## src/shared/bsu_pkg.sv

```systemverilog
package bsu_pkg;

	// register byte offsets
	localparam logic [7:0] BSU_OFF_CTRL   = 8'h00;
	localparam logic [7:0] BSU_OFF_SDLY   = 8'h04;
	localparam logic [7:0] BSU_OFF_UDLY   = 8'h08;
	localparam logic [7:0] BSU_OFF_TRIP   = 8'h0C;
	localparam logic [7:0] BSU_OFF_RATED  = 8'h10;
	localparam logic [7:0] BSU_OFF_STATUS = 8'h14;
	localparam logic [7:0] BSU_OFF_MASK   = 8'h18;
	localparam logic [7:0] BSU_OFF_STATE  = 8'h1C;

	// control field positions
	localparam int BSU_C_SYNC_EN   = 0;
	localparam int BSU_C_SYNC_SACK = 1;
	localparam int BSU_C_SYNC_LOCK = 2;
	localparam int BSU_C_UNL_EN    = 3;
	localparam int BSU_C_UNL_SACK  = 4;
	localparam int BSU_C_UNL_LOCK  = 5;
	localparam int BSU_C_SYNC_CLS  = 8;
	localparam int BSU_C_UNL_CLS   = 12;

	// status / mask bit positions
	localparam int BSU_S_SYNC_TO  = 0;
	localparam int BSU_S_UNL_MIS  = 1;
	localparam int BSU_S_UNL_TRIP = 2;
	localparam int BSU_NEV        = 3;

	// alarm class codes
	localparam logic [2:0] BSU_CLS_A    = 3'h0;
	localparam logic [2:0] BSU_CLS_B    = 3'h1;
	localparam logic [2:0] BSU_CLS_CTRL = 3'h6;

	// reset values and setting limits (seconds, per mille)
	localparam logic [31:0] BSU_CTRL_RST  = 32'h0000_1109;
	localparam logic [9:0]  BSU_SDLY_RST  = 10'h03C;
	localparam logic [9:0]  BSU_SDLY_MIN  = 10'h003;
	localparam logic [9:0]  BSU_UDLY_RST  = 10'h01E;
	localparam logic [9:0]  BSU_UDLY_MIN  = 10'h001;
	localparam logic [9:0]  BSU_DLY_MAX   = 10'h3E7;
	localparam logic [9:0]  BSU_TRIP_RST  = 10'h01E;
	localparam logic [9:0]  BSU_TRIP_MIN  = 10'h005;
	localparam logic [9:0]  BSU_TRIP_MAX  = 10'h3E7;
	localparam logic [9:0]  BSU_PERMILLE  = 10'h3E8;

	// monitor sequencing states
	typedef enum logic [2:0] {
		BSU_IDLE = 3'b001,
		BSU_RUN  = 3'b010,
		BSU_EXP  = 3'b100
	} bsu_state_t;

	// per-monitor configuration
	typedef struct packed {
		logic       en;
		logic       self_ack;
		logic       lockable;
		logic [2:0] alarm_class;
	} bsu_mon_cfg_t;

	// alarm outputs towards the rest of the controller
	typedef struct packed {
		logic       sync_timeout_alarm;
		logic       unload_mismatch_alarm;
		logic [2:0] sync_class;
		logic [2:0] unload_class;
	} bsu_alarm_t;

endpackage

```

## src/hdl/bsu_monitor.sv

```systemverilog
// Local design decisions: register access over AXI4-Lite and the placing of the registers.
`timescale 1ns/1ps
module bsu_monitor
	import bsu_pkg::*;
#(
	parameter int         PWR_W     = 16,
	parameter logic [15:0] RATED_RST = 16'h03E8
)
(
	input  wire logic             aclk,
	input  wire logic             aresetn,
	// axi4-lite slave
	input  wire logic [7:0]       s_axi_awaddr,
	input  wire logic             s_axi_awvalid,
	output logic                  s_axi_awready,
	input  wire logic [31:0]      s_axi_wdata,
	input  wire logic [3:0]       s_axi_wstrb,
	input  wire logic             s_axi_wvalid,
	output logic                  s_axi_wready,
	output logic [1:0]            s_axi_bresp,
	output logic                  s_axi_bvalid,
	input  wire logic             s_axi_bready,
	input  wire logic [7:0]       s_axi_araddr,
	input  wire logic             s_axi_arvalid,
	output logic                  s_axi_arready,
	output logic [31:0]           s_axi_rdata,
	output logic [1:0]            s_axi_rresp,
	output logic                  s_axi_rvalid,
	input  wire logic             s_axi_rready,
	// breaker sequencer, same clock
	input  wire logic             sec_tick,
	input  wire logic             sync_start,
	input  wire logic             sync_done,
	input  wire logic             sync_abort,
	input  wire logic             unload_start,
	input  wire logic             unload_abort,
	input  wire logic [PWR_W-1:0] system_b_power,
	// pins
	input  wire logic             lock_monitoring_pin,
	input  wire logic             front_ack_pin,
	input  wire logic             ext_ack_pin,
	// results
	output logic                  system_b_breaker_open,
	output bsu_alarm_t            alarms,
	output logic                  irq
);

	localparam int PW = PWR_W + 10;

	bsu_state_t   s_st_q, s_st_d, u_st_q, u_st_d;
	logic [9:0]   s_cnt_q, s_cnt_d, u_cnt_q, u_cnt_d;
	logic         s_alm_q, s_alm_d, u_alm_q, u_alm_d;
	logic         open_q, open_d;
	logic [31:0]  ctrl_q, ctrl_d;
	logic [9:0]   sdly_q, sdly_d, udly_q, udly_d, trip_q, trip_d;
	logic [15:0]  rated_q, rated_d;
	logic [BSU_NEV-1:0] stat_q, stat_d, mask_q, mask_d, ev;
	logic [2:0]   lk_q, fa_q, ea_q;
	logic         aw_q, aw_d, w_q, w_d, b_q, b_d, r_q, r_d;
	logic [7:0]   awa_q, awa_d;
	logic [31:0]  wd_q, wd_d, rd_q, rd_d;
	logic [1:0]   br_q, br_d, rr_q, rr_d;
	logic         lock, ack, s_eval, u_eval, below, wr_go, rd_go;
	logic [31:0]  wv, rv;
	logic         rv_ok;
	bsu_mon_cfg_t scfg, ucfg;

	// pin synchronisers: two stages, the third only feeds the ack edge
	always_ff @(posedge aclk)
	begin
		if (!aresetn)
		begin
			lk_q <= 3'h0;
			fa_q <= 3'h0;
			ea_q <= 3'h0;
		end
		else
		begin
			lk_q <= {lk_q[1:0], lock_monitoring_pin};
			fa_q <= {fa_q[1:0], front_ack_pin};
			ea_q <= {ea_q[1:0], ext_ack_pin};
		end
	end

	// ack edge of either source so a held button acts once
	always_comb
	begin
		lock = lk_q[1];
		ack  = (fa_q[1] & ~fa_q[2]) | (ea_q[1] & ~ea_q[2]);
	end

	// configuration views
	always_comb
	begin
		scfg.en          = ctrl_q[BSU_C_SYNC_EN];
		scfg.self_ack    = ctrl_q[BSU_C_SYNC_SACK];
		scfg.lockable    = ctrl_q[BSU_C_SYNC_LOCK];
		scfg.alarm_class = ctrl_q[BSU_C_SYNC_CLS +: 3];
		ucfg.en          = ctrl_q[BSU_C_UNL_EN];
		ucfg.self_ack    = ctrl_q[BSU_C_UNL_SACK];
		ucfg.lockable    = ctrl_q[BSU_C_UNL_LOCK];
		ucfg.alarm_class = ctrl_q[BSU_C_UNL_CLS +: 3];
		// lock flag only matters for a lockable monitor
		s_eval = scfg.en & ~(scfg.lockable & lock);
		u_eval = ucfg.en & ~(ucfg.lockable & lock);
	end

	// power * 1000 < trip * rated, both in power units
	always_comb
	begin
		below = (PW'(system_b_power) * PW'(BSU_PERMILLE))
			< (PW'(trip_q) * PW'(rated_q));
	end

	// synchronisation timeout monitor
	always_comb
	begin
		s_st_d  = s_st_q;
		s_cnt_d = s_cnt_q;
		s_alm_d = s_alm_q;
		case (s_st_q)
			BSU_IDLE:
			begin
				s_cnt_d = '0;
				if (sync_start)
					s_st_d = BSU_RUN;
			end
			BSU_RUN:
			begin
				if (sync_done | sync_abort)
				begin
					s_st_d  = BSU_IDLE;
					s_cnt_d = '0;
				end
				else
				begin
					if (sec_tick && s_cnt_q != BSU_DLY_MAX)
						s_cnt_d = s_cnt_q + 10'h001;
					if (s_eval && s_cnt_q >= sdly_q)
						s_st_d = BSU_EXP;
				end
			end
			BSU_EXP:
			begin
				if (sync_done | sync_abort)
				begin
					s_st_d  = BSU_IDLE;
					s_cnt_d = '0;
				end
			end
			default:
				s_st_d = BSU_IDLE;
		endcase
		// entering expiry raises alarm; set wins over any clear
		if (s_st_q == BSU_RUN && s_st_d == BSU_EXP)
			s_alm_d = 1'b1;
		else if (!scfg.en)
			s_alm_d = 1'b0;
		else if (s_st_q != BSU_EXP && (scfg.self_ack || ack))
			s_alm_d = 1'b0;
	end

	// unload monitor and breaker open command
	always_comb
	begin
		u_st_d  = u_st_q;
		u_cnt_d = u_cnt_q;
		u_alm_d = u_alm_q;
		open_d  = 1'b0;
		case (u_st_q)
			BSU_IDLE:
			begin
				u_cnt_d = '0;
				if (unload_start)
					u_st_d = BSU_RUN;
			end
			BSU_RUN:
			begin
				if (unload_abort)
				begin
					u_st_d  = BSU_IDLE;
					u_cnt_d = '0;
				end
				else if (below)
				begin
					open_d  = 1'b1;
					u_st_d  = BSU_IDLE;
					u_cnt_d = '0;
				end
				else if (u_eval && u_cnt_q >= udly_q)
				begin
					open_d = 1'b1;
					u_st_d = BSU_EXP;
				end
				else if (sec_tick && u_cnt_q != BSU_DLY_MAX)
					u_cnt_d = u_cnt_q + 10'h001;
			end
			BSU_EXP:
			begin
				// fault stands until a new unload or an abort
				if (unload_start | unload_abort)
				begin
					u_st_d  = unload_start ? BSU_RUN : BSU_IDLE;
					u_cnt_d = '0;
				end
			end
			default:
				u_st_d = BSU_IDLE;
		endcase
		if (u_st_q == BSU_RUN && u_st_d == BSU_EXP)
			u_alm_d = 1'b1;
		else if (!ucfg.en)
			u_alm_d = 1'b0;
		else if (u_st_q != BSU_EXP && (ucfg.self_ack || ack))
			u_alm_d = 1'b0;
	end

	always_ff @(posedge aclk)
	begin
		if (!aresetn)
		begin
			s_st_q  <= BSU_IDLE;
			u_st_q  <= BSU_IDLE;
			s_cnt_q <= '0;
			u_cnt_q <= '0;
			s_alm_q <= 1'b0;
			u_alm_q <= 1'b0;
			open_q  <= 1'b0;
		end
		else
		begin
			s_st_q  <= s_st_d;
			u_st_q  <= u_st_d;
			s_cnt_q <= s_cnt_d;
			u_cnt_q <= u_cnt_d;
			s_alm_q <= s_alm_d;
			u_alm_q <= u_alm_d;
			open_q  <= open_d;
		end
	end

	// alarm outputs; the logic flags follow the latched alarms
	always_comb
	begin
		alarms.sync_timeout_alarm    = s_alm_q;
		alarms.unload_mismatch_alarm = u_alm_q;
		alarms.sync_class            = scfg.alarm_class;
		alarms.unload_class          = ucfg.alarm_class;
		system_b_breaker_open        = open_q;
		irq                          = |(stat_q & mask_q);
	end

	// bus: write address and data taken independently, then one response
	always_comb
	begin
		aw_d  = aw_q;
		w_d   = w_q;
		b_d   = b_q;
		awa_d = awa_q;
		wd_d  = wd_q;
		br_d  = br_q;
		if (s_axi_awvalid && !aw_q)
		begin
			aw_d  = 1'b1;
			awa_d = s_axi_awaddr;
		end
		if (s_axi_wvalid && !w_q)
		begin
			w_d = 1'b1;
			// whole data word latched here; byte lanes are merged against wstrb at the register write
			wd_d = s_axi_wdata;
		end
		wr_go = aw_q && w_q && !b_q;
		if (wr_go)
		begin
			aw_d = 1'b0;
			w_d  = 1'b0;
			b_d  = 1'b1;
			br_d = (awa_q[7:2] <= BSU_OFF_STATE[7:2] && awa_q[1:0] == 2'b00)
				? 2'b00 : 2'b10;
		end
		else if (b_q && s_axi_bready)
			b_d = 1'b0;
		s_axi_awready = !aw_q;
		s_axi_wready  = !w_q;
		s_axi_bvalid  = b_q;
		s_axi_bresp   = br_q;
	end

	// merge strobes with the current value of the addressed register
	always_comb
	begin
		case (awa_q)
			BSU_OFF_CTRL:  rv = ctrl_q;
			BSU_OFF_SDLY:  rv = {22'h0, sdly_q};
			BSU_OFF_UDLY:  rv = {22'h0, udly_q};
			BSU_OFF_TRIP:  rv = {22'h0, trip_q};
			BSU_OFF_RATED: rv = {16'h0, rated_q};
			BSU_OFF_MASK:  rv = {29'h0, mask_q};
			default:       rv = 32'h0000_0000;
		endcase
		for (int i = 0; i < 4; i++)
			wv[8*i +: 8] = s_axi_wstrb[i] ? wd_q[8*i +: 8] : rv[8*i +: 8];
	end

	// register writes, settings clamped into their ranges
	always_comb
	begin
		ctrl_d  = ctrl_q;
		sdly_d  = sdly_q;
		udly_d  = udly_q;
		trip_d  = trip_q;
		rated_d = rated_q;
		mask_d  = mask_q;
		if (wr_go)
		begin
			case (awa_q)
				BSU_OFF_CTRL:
					ctrl_d = wv & 32'h0000_773F;
				BSU_OFF_SDLY:
					sdly_d = (wv[9:0] < BSU_SDLY_MIN) ? BSU_SDLY_MIN :
						(wv[9:0] > BSU_DLY_MAX) ? BSU_DLY_MAX : wv[9:0];
				BSU_OFF_UDLY:
					udly_d = (wv[9:0] < BSU_UDLY_MIN) ? BSU_UDLY_MIN :
						(wv[9:0] > BSU_DLY_MAX) ? BSU_DLY_MAX : wv[9:0];
				BSU_OFF_TRIP:
					trip_d = (wv[9:0] < BSU_TRIP_MIN) ? BSU_TRIP_MIN :
						(wv[9:0] > BSU_TRIP_MAX) ? BSU_TRIP_MAX : wv[9:0];
				BSU_OFF_RATED:
					rated_d = wv[15:0];
				BSU_OFF_MASK:
					mask_d = wv[BSU_NEV-1:0];
				default:
					mask_d = mask_q;
			endcase
			// class codes above Control fold back to the default
			if (awa_q == BSU_OFF_CTRL)
			begin
				if (wv[BSU_C_SYNC_CLS +: 3] > BSU_CLS_CTRL)
					ctrl_d[BSU_C_SYNC_CLS +: 3] = BSU_CLS_B;
				if (wv[BSU_C_UNL_CLS +: 3] > BSU_CLS_CTRL)
					ctrl_d[BSU_C_UNL_CLS +: 3] = BSU_CLS_B;
			end
		end
	end

	// read channel; a status read clears, new events win over the clear
	always_comb
	begin
		r_d   = r_q;
		rd_d  = rd_q;
		rr_d  = rr_q;
		rd_go = s_axi_arvalid && !r_q;
		rv_ok = 1'b1;
		case (s_axi_araddr)
			BSU_OFF_CTRL:   rd_d = ctrl_q;
			BSU_OFF_SDLY:   rd_d = {22'h0, sdly_q};
			BSU_OFF_UDLY:   rd_d = {22'h0, udly_q};
			BSU_OFF_TRIP:   rd_d = {22'h0, trip_q};
			BSU_OFF_RATED:  rd_d = {16'h0, rated_q};
			BSU_OFF_STATUS: rd_d = {29'h0, stat_q};
			BSU_OFF_MASK:   rd_d = {29'h0, mask_q};
			BSU_OFF_STATE:  rd_d = {4'h0, u_cnt_q, s_cnt_q,
				u_st_q, s_st_q, u_alm_q, s_alm_q};
			default:
			begin
				rd_d  = 32'h0000_0000;
				rv_ok = 1'b0;
			end
		endcase
		if (rd_go)
		begin
			r_d  = 1'b1;
			rr_d = rv_ok ? 2'b00 : 2'b10;
		end
		else
		begin
			rd_d = rd_q;
			if (r_q && s_axi_rready)
				r_d = 1'b0;
		end
		// all event bits built here so the vector has a single writer
		ev[BSU_S_SYNC_TO]  = (s_st_q == BSU_RUN) && (s_st_d == BSU_EXP);
		ev[BSU_S_UNL_MIS]  = (u_st_q == BSU_RUN) && (u_st_d == BSU_EXP);
		ev[BSU_S_UNL_TRIP] = open_d && (u_st_d == BSU_IDLE);
		stat_d = stat_q;
		if (rd_go && s_axi_araddr == BSU_OFF_STATUS)
			stat_d = '0;
		stat_d = stat_d | ev;
		s_axi_arready = !r_q;
		s_axi_rvalid  = r_q;
		s_axi_rdata   = rd_q;
		s_axi_rresp   = rr_q;
	end

	always_ff @(posedge aclk)
	begin
		if (!aresetn)
		begin
			aw_q    <= 1'b0;
			w_q     <= 1'b0;
			b_q     <= 1'b0;
			r_q     <= 1'b0;
			awa_q   <= '0;
			wd_q    <= '0;
			rd_q    <= '0;
			br_q    <= 2'b00;
			rr_q    <= 2'b00;
			ctrl_q  <= BSU_CTRL_RST;
			sdly_q  <= BSU_SDLY_RST;
			udly_q  <= BSU_UDLY_RST;
			trip_q  <= BSU_TRIP_RST;
			rated_q <= RATED_RST;
			stat_q  <= '0;
			mask_q  <= '0;
		end
		else
		begin
			aw_q    <= aw_d;
			w_q     <= w_d;
			b_q     <= b_d;
			r_q     <= r_d;
			awa_q   <= awa_d;
			wd_q    <= wd_d;
			rd_q    <= rd_d;
			br_q    <= br_d;
			rr_q    <= rr_d;
			ctrl_q  <= ctrl_d;
			sdly_q  <= sdly_d;
			udly_q  <= udly_d;
			trip_q  <= trip_d;
			rated_q <= rated_d;
			stat_q  <= stat_d;
			mask_q  <= mask_d;
		end
	end

endmodule

```

## config.mk

```make
export PLATFORM = sky130hd
export DESIGN_NAME = bsu_monitor
export DESIGN_NICKNAME = d
export VERILOG_FILES = /design/src/shared/bsu_pkg.sv /design/src/hdl/bsu_monitor.sv
export SDC_FILE = /design/constraint.sdc
export NUM_CORES = 1
export LEC_CHECK = 0
export BUFFER_PORTS_ARGS = -buffer_cell sky130_fd_sc_hd__buf_2
export CAP_MARGIN = 20
export CORE_ASPECT_RATIO = 1.5
export CORE_MARGIN = 2
export CORE_UTILIZATION = 33
export CTS_CLUSTER_SIZE = 10
export DETAILED_ROUTE_END_ITERATION = 16
export GPL_ROUTABILITY_DRIVEN = 0
export PLACE_DENSITY_LB_ADDON = 0.08
export RECOVER_POWER = 25
export SETUP_SLACK_MARGIN = 0.15
export SLEW_MARGIN = 20
export SYNTH_ARGS = -nofsm -noshare
export SYNTH_HDL_FRONTEND = slang
export SYNTH_SLANG_ARGS = --single-unit
```

## constraint.sdc

```tcl
create_clock -name aclk -period 17.49 [get_ports aclk]
set_input_delay 3.498 -clock aclk [delete_from_list [all_inputs] [get_ports aclk]]
set_output_delay 3.498 -clock aclk [all_outputs]
set_load 0.01 [all_outputs]
```

# Yosys cells after proc, flatten, opt, wreduce, memory -nomap -nowiden
# Index checks and enable logic that the tools add are counted.
[totals]
in_bits = 84
ff_bits = 165
[op_classes]
magnitude_cmp = 10
muxes = 53
addsub = 2
bitwise = 16
n_eq_ne = 33
n_reduce_logical = 43
n_mul = 2
[ops]
columns = ["cell", "n"]
rows = [
  ["$pmux 28 s8", 1],
  ["$mux 10", 12],
  ["$pmux 16 s6", 1],
  ["$pmux 10 s3", 2],
  ["$eq 8x5->1 const B", 6],
  ["$mux 3", 14],
  ["$eq 8x4->1 const B", 4],
  ["$lt 26x26->1", 1],
  ["$mul 10x16->26", 1],
  ["$mul 16x7->23 const B", 1],
  ["$add 10x1->10 const B", 2],
  ["$ge 10x10->1", 2],
  ["$ne 10x10->1 const B", 2],
  ["$logic_and 1x1->1", 18],
  ["$pmux 3 s3", 2],
  ["$eq 8x3->1 const B", 2],
  ["$logic_not 8->1", 2],
  ["$mux 8", 2],
  ["$mux 1", 15],
  ["$mux 15", 1],
  ["$eq 3x3->1 const B", 4],
  ["$reduce_and 2->1", 6],
  ["$gt 10x10->1 const B", 1],
  ["$lt 10x1->1 const B", 1],
  ["other kinds (26)", 56],
]

# Longest topological paths before layout
[depth]
ltp_word = 11
mapped_depth = 32

# Least setup slack after synthesis
# No wires, ideal clock.
[synth_timing]
path_kind = "input to register"
start = "input system_b_power[0]"
end = "register u_cnt_q[3]"
arrival_ns = 8.903
cell_stages = 25
setup_time_ns = 0.128
path_buffers = 1
slack_ns = 8.459
path_cell_list = "fa_1 > inv_1 > fa_1 > fa_1 > inv_1 > fa_1 > ha_1 > nand2_1 > o21ai_0 > o31a_1 > o21a_1 > and2_1 > o21a_1 > o41a_1 > xor2_1 > ha_1 > a21o_1 > a21o_1 > a21oi_1 > o22a_1 > o21ai_2 > buf_6 > a211oi_1 > xnor2_1 > nor2_1"
[synth_between]
elab_chain_len = 5
[synth_rtl]
columns = ["element", "line_no", "text"]
rows = [
  ["start, declared", "bsu_monitor.sv:37", "input wire logic [PWR_W-1:0] system_b_power,"],
  ["$mul 16x7->23 *", "bsu_monitor.sv:111", "below = (PW'(system_b_power) * PW'(BSU_PERMILLE))"],
  ["$lt 26x26->1 *", "bsu_monitor.sv:112", "< (PW'(trip_q) * PW'(rated_q));"],
  ["$mux 10", "bsu_monitor.sv:184", "else if (below)"],
  ["$mux 10", "bsu_monitor.sv:179", "if (unload_abort)"],
  ["$pmux 10 s3", "bsu_monitor.sv:170", "case (u_st_q)"],
  ["end signal, assigned", "bsu_monitor.sv:235", "u_cnt_q <= u_cnt_d;"],
  ["end, declared", "bsu_monitor.sv:51", "logic [9:0] s_cnt_q, s_cnt_d, u_cnt_q, u_cnt_d;"],
]
# Mark *: on every way between the ends. The rest lies on a longest branch, timed or not.
# A chain may end at the register's enable or synchronous reset.

# Worst setup path in the final report
[layout_timing]
start = "input system_b_power[7]"
end = "register u_cnt_q[0]"
# The elaborated chain is that of the path after synthesis.

==> implementation parameters <==
Parameter                              Value

Outcome
  Result of the run ... finished with violations
  Violated checks ... max-capacitance violations, max-slew violations

Critical path
  Source of the worst register-to-register timing path ... trip_q[2]
  CP Data Arrival Time ... 9630 ps
  Startpoint kind of the worst setup timing path ... input pin
  Worst-path fanout max ... 13
  Setup crit end kind ... flip-flop
  Terminus of the critical flop-to-flop path ... u_cnt_q[0]
  FF-to-FF setup slack ... 9220 ps
  Path type of the worst setup path ... input pin to flip-flop
  CP required ... 17800 ps
  Depth of the most critical reg-to-reg path ... 26

Power and ir drop
  Sw power ... 577.2 uW
  Total power consumption of the routed design ... 1515 uW
  Power density over the cells ... 86.85 nW/um2
  Internal cell power ... 937.9 uW
  Seq pwr share ... 0.250
  Switching part of the total ... 0.3810
  Proportion of power drawn by combinational gates ... 0.494
  Worst supply voltage drop on vdd ... 0.06775 mV
  Share of total power in the clock network ... 0.256
  Static power due to leakage ... 0.008096 uW

CTS
  Cts-stage hold buffer count ... 0
  Clock H-tree levels ... 4
  Clock Path Buffers ... 2
  TritonCTS sink count ... 159
  CTS-repair resized insts ... 0
  TritonCTS clock tree ... done
  Clock insertion delay at the later pin of the skew report ... 440 ps
  Number of CTS-inserted buffers ... 17
  Cell at the root of the clock tree ... sky130_fd_sc_hd__clkbuf_16
  Number of buffers inserted by post-CTS setup repair ... 0
  Worst-path clk slew ... 60 ps

Final layout
  Final net count ... 2281
  Synth-to-Final Area Change ... 9.822%
  Fraction of final layout cells sized beyond drive strength 1 ... 0.09332
  Most common library cell in the layout ignoring fill and taps ... sky130_fd_sc_hd__nand2_1
  Number of antenna repair diodes ... 0
  Commonest cells after routing, fill and taps aside ... sky130_fd_sc_hd__nand2_1 (240), sky130_fd_sc_hd__inv_1 (205), sky130_fd_sc_hd__fa_1 (164), sky130_fd_sc_hd__dfxtp_1 (159), sky130_fd_sc_hd__ha_1 (158)

Drt
  Total length of routed met2 wires ... 26130 um
  Routed vias/inst ... 5.159
  Post-detailed-route DRC marker count ... 0
  DRC marker count from the first detailed-route iteration ... 691
  WL met3 ... 1408 um
  Routed wire length ... 47470 um
  Top routing layer in use ... met5
  Average wire per cell in the routed design ... 19.09 um
  Number of iterations in the first detailed-routing pass ... 7
  Metal1 wirelength ... 18200 um
  Total number of vias ... 12830
  Antenna viol nets, final ... 0

Synthesis
  Proportion of netlist area held by the largest area contributor ... 0.2067
  Area of the mapped netlist ... 15890 um2
  Warning count from the yosys run ... 0
  Primary FF master, synth ... sky130_fd_sc_hd__dfxtp_1
  Largest area contributor in the netlist ... sky130_fd_sc_hd__fa_1
  Sequential element share of the synthesized area ... 0.2004
  Mapped Cells ... 1829
  Unique masters post-synth ... 83
  Async set-reset flop share out of synthesis ... 0
  Number of storage elements in the synthesis netlist ... 159
  Synthesized area per cell ... 8.685 um2
  Top cells by area, synth ... sky130_fd_sc_hd__fa_1 (21%), sky130_fd_sc_hd__dfxtp_1 (20%), sky130_fd_sc_hd__ha_1 (12%)
  Count of flip-flops with a built-in enable after synthesis ... 0

Floorplan
  Floorplan row count ... 98
  Initial standard-cell utilization of the core ... 0.3339
  Area of the die ... 49940 um2
  # IOs ... 135
  Area inside the core boundary ... 47580 um2
  Overall die width ... 183.1 um
  Vertical die dimension ... 272.7 um

STA
  Minimum clock period after layout ... 9323 ps
  Worst slack on hold paths ... 434.1 ps
  Final Hold Vio Count ... 0
  Post-route setup TNS ... 0 ps
  Fmax ... 107.3 MHz
  Pins over their slew limit ... 83
  # setup viols final ... 0
  Tightest slew margin relative to the limit ... -0.3707
  Final worst-path cycle share ... 0.5331
  Worst path setup slack after routing ... 8167 ps
  Setup repair after global routing missed its margin ... no
  Setup Skew ... 9.321 ps
  Pin slew with the least headroom to its limit ... 2056 ps

Worst hold path
  Endpoint of the worst hold-timing path ... fa_q[1]
  Origin of the worst min-delay path ... fa_q[0]
  Path class of the lowest-slack min-delay path ... flip-flop to flip-flop
  Number of cells on the worst hold path ... 1

GRT
  Overall track demand over capacity in global routing ... 0.1954
  First-pass GRT wire length ... 75470 um
  Vias in the first global route ... 13580
  Pin count of the biggest net entering global routing ... 64
  Number of antenna violations at the first check in global routing ... 1
  Gr ovfl total ... 0

Place
  Port-buffer cells ... 110
  Detail Placement HPWL ... 38020 um
  Dpl ws ... 7655 ps

Run
  Count of maximum capacitance violations ... 2
cells in the mapped netlist (14+ instances only):
master,instances
sky130_fd_sc_hd__nand2_1,240
sky130_fd_sc_hd__buf_2,16
sky130_fd_sc_hd__ha_1,158
sky130_fd_sc_hd__fa_1,164
sky130_fd_sc_hd__nand4_1,14
sky130_fd_sc_hd__nor2_1,104
sky130_fd_sc_hd__mux2i_1,26
sky130_fd_sc_hd__clkbuf_1,63
sky130_fd_sc_hd__xor2_1,21
sky130_fd_sc_hd__inv_1,205
sky130_fd_sc_hd__a21boi_0,18
sky130_fd_sc_hd__a211oi_1,24
sky130_fd_sc_hd__a21oi_1,80
sky130_fd_sc_hd__o21ai_0,52
sky130_fd_sc_hd__o211a_1,20
sky130_fd_sc_hd__dfxtp_1,159
sky130_fd_sc_hd__o211ai_1,23
sky130_fd_sc_hd__nand3_1,31
sky130_fd_sc_hd__buf_4,15
sky130_fd_sc_hd__nor2b_1,30
sky130_fd_sc_hd__xnor2_1,34
sky130_fd_sc_hd__a22oi_1,40
sky130_fd_sc_hd__a21o_1,17
sky130_fd_sc_hd__and2_1,96
state kept, by name (all words and copies together) (netlist names), 10 cells and up, named ones only:
signal,count
trip_q,10
rated_q,16
s_axi_rdata,28
sdly_q,10
wd_q,16
s_cnt_q,10
u_cnt_q,10
ctrl_q,11
udly_q,10
cells by family after synthesis:
| logic type | after synthesis | share of synthesized area |
|---|---|---|
| multiplexers | 31 | 0.02064 |
| buffers and inverters | 305 | 0.07735 |
| flip-flops | 159 | 0.2004 |
| AND/OR/NAND/NOR | 593 | 0.1819 |
| XOR/XNOR | 55 | 0.03033 |
| adder cells (fa/ha/maj) | 322 | 0.3311 |
| other | 1 | 0.0002361 |
| AO/OA/AOI/OAI | 363 | 0.1581 |
worst max path at each step:
stage	from	endpoint	slack [ps]	cells after the start
2_1_floorplan	system_b_power[0]	u_cnt_q[3]	8460	25
3_3_place_gp	system_b_power[9]	u_cnt_q[1]	7680	22
3_5_place_dp	system_b_power[7]	u_cnt_q[0]	7650	22
4_1_cts	system_b_power[7]	u_cnt_q[0]	8110	22
5_1_grt	system_b_power[8]	u_cnt_q[1]	7760	22
6_report	system_b_power[7]	u_cnt_q[0]	8170	22
power by group through the flow:
stage               Sequential [uW]  Clock, uW  Combinational [uW]
floorplan                       383          0                 584
global placement                387          0                 746
detailed placement              387          0                 760
CTS                             379        397                 767
global route                    380        409                 868
finish                          379        388                 748
cell type report:
cell class / count / area [um2]
Timing Repair Buffer: 122 / 630.6
Clock inverter: 9 / 136.4
Clock buffer: 21 / 460.4
Tap cell: 600 / 750.7
Sequential cell: 159 / 3183
Inverter: 205 / 769.5
Multi-Input combinational cell: 1370 / 11510
Fill cell: 5031 / 30130
stage by stage:
stage	instances	utilization	cell area, um2
after floorplan	1834	-	15900
after CTS	2486	0.3670	17460
final	2486	0.3667	17450
after detailed placement	2456	0.3544	16860
after global routing	2486	0.3667	17450
after global placement	2456	0.3544	16860
critical path, stage by stage:
cell	delay [ps]
sky130_fd_sc_hd__buf_2	170
sky130_fd_sc_hd__fa_1	530
sky130_fd_sc_hd__fa_1	520
sky130_fd_sc_hd__fa_1	590
sky130_fd_sc_hd__fa_1	450
sky130_fd_sc_hd__ha_1	380
sky130_fd_sc_hd__a21o_1	200
sky130_fd_sc_hd__a21oi_1	220
sky130_fd_sc_hd__o21ai_0	170
sky130_fd_sc_hd__a22o_1	230
sky130_fd_sc_hd__a2111o_1	390
sky130_fd_sc_hd__a21oi_1	140
sky130_fd_sc_hd__o21bai_1	90
sky130_fd_sc_hd__xnor2_1	130
sky130_fd_sc_hd__ha_1	310
sky130_fd_sc_hd__nand4_1	140
sky130_fd_sc_hd__or2_0	260
sky130_fd_sc_hd__or2_0	220
sky130_fd_sc_hd__o21ai_2	500
sky130_fd_sc_hd__a21oi_1	230
sky130_fd_sc_hd__xnor2_1	200
sky130_fd_sc_hd__nor2_1	50
per-layer routing:
metal  up-vias  track usage
met2       282       0.3837
met1      6267       0.2108
met4         2      0.07789
li1       6213            -
met3        61      0.02026
met5         -            0
(Power assumes the default switching activity.)
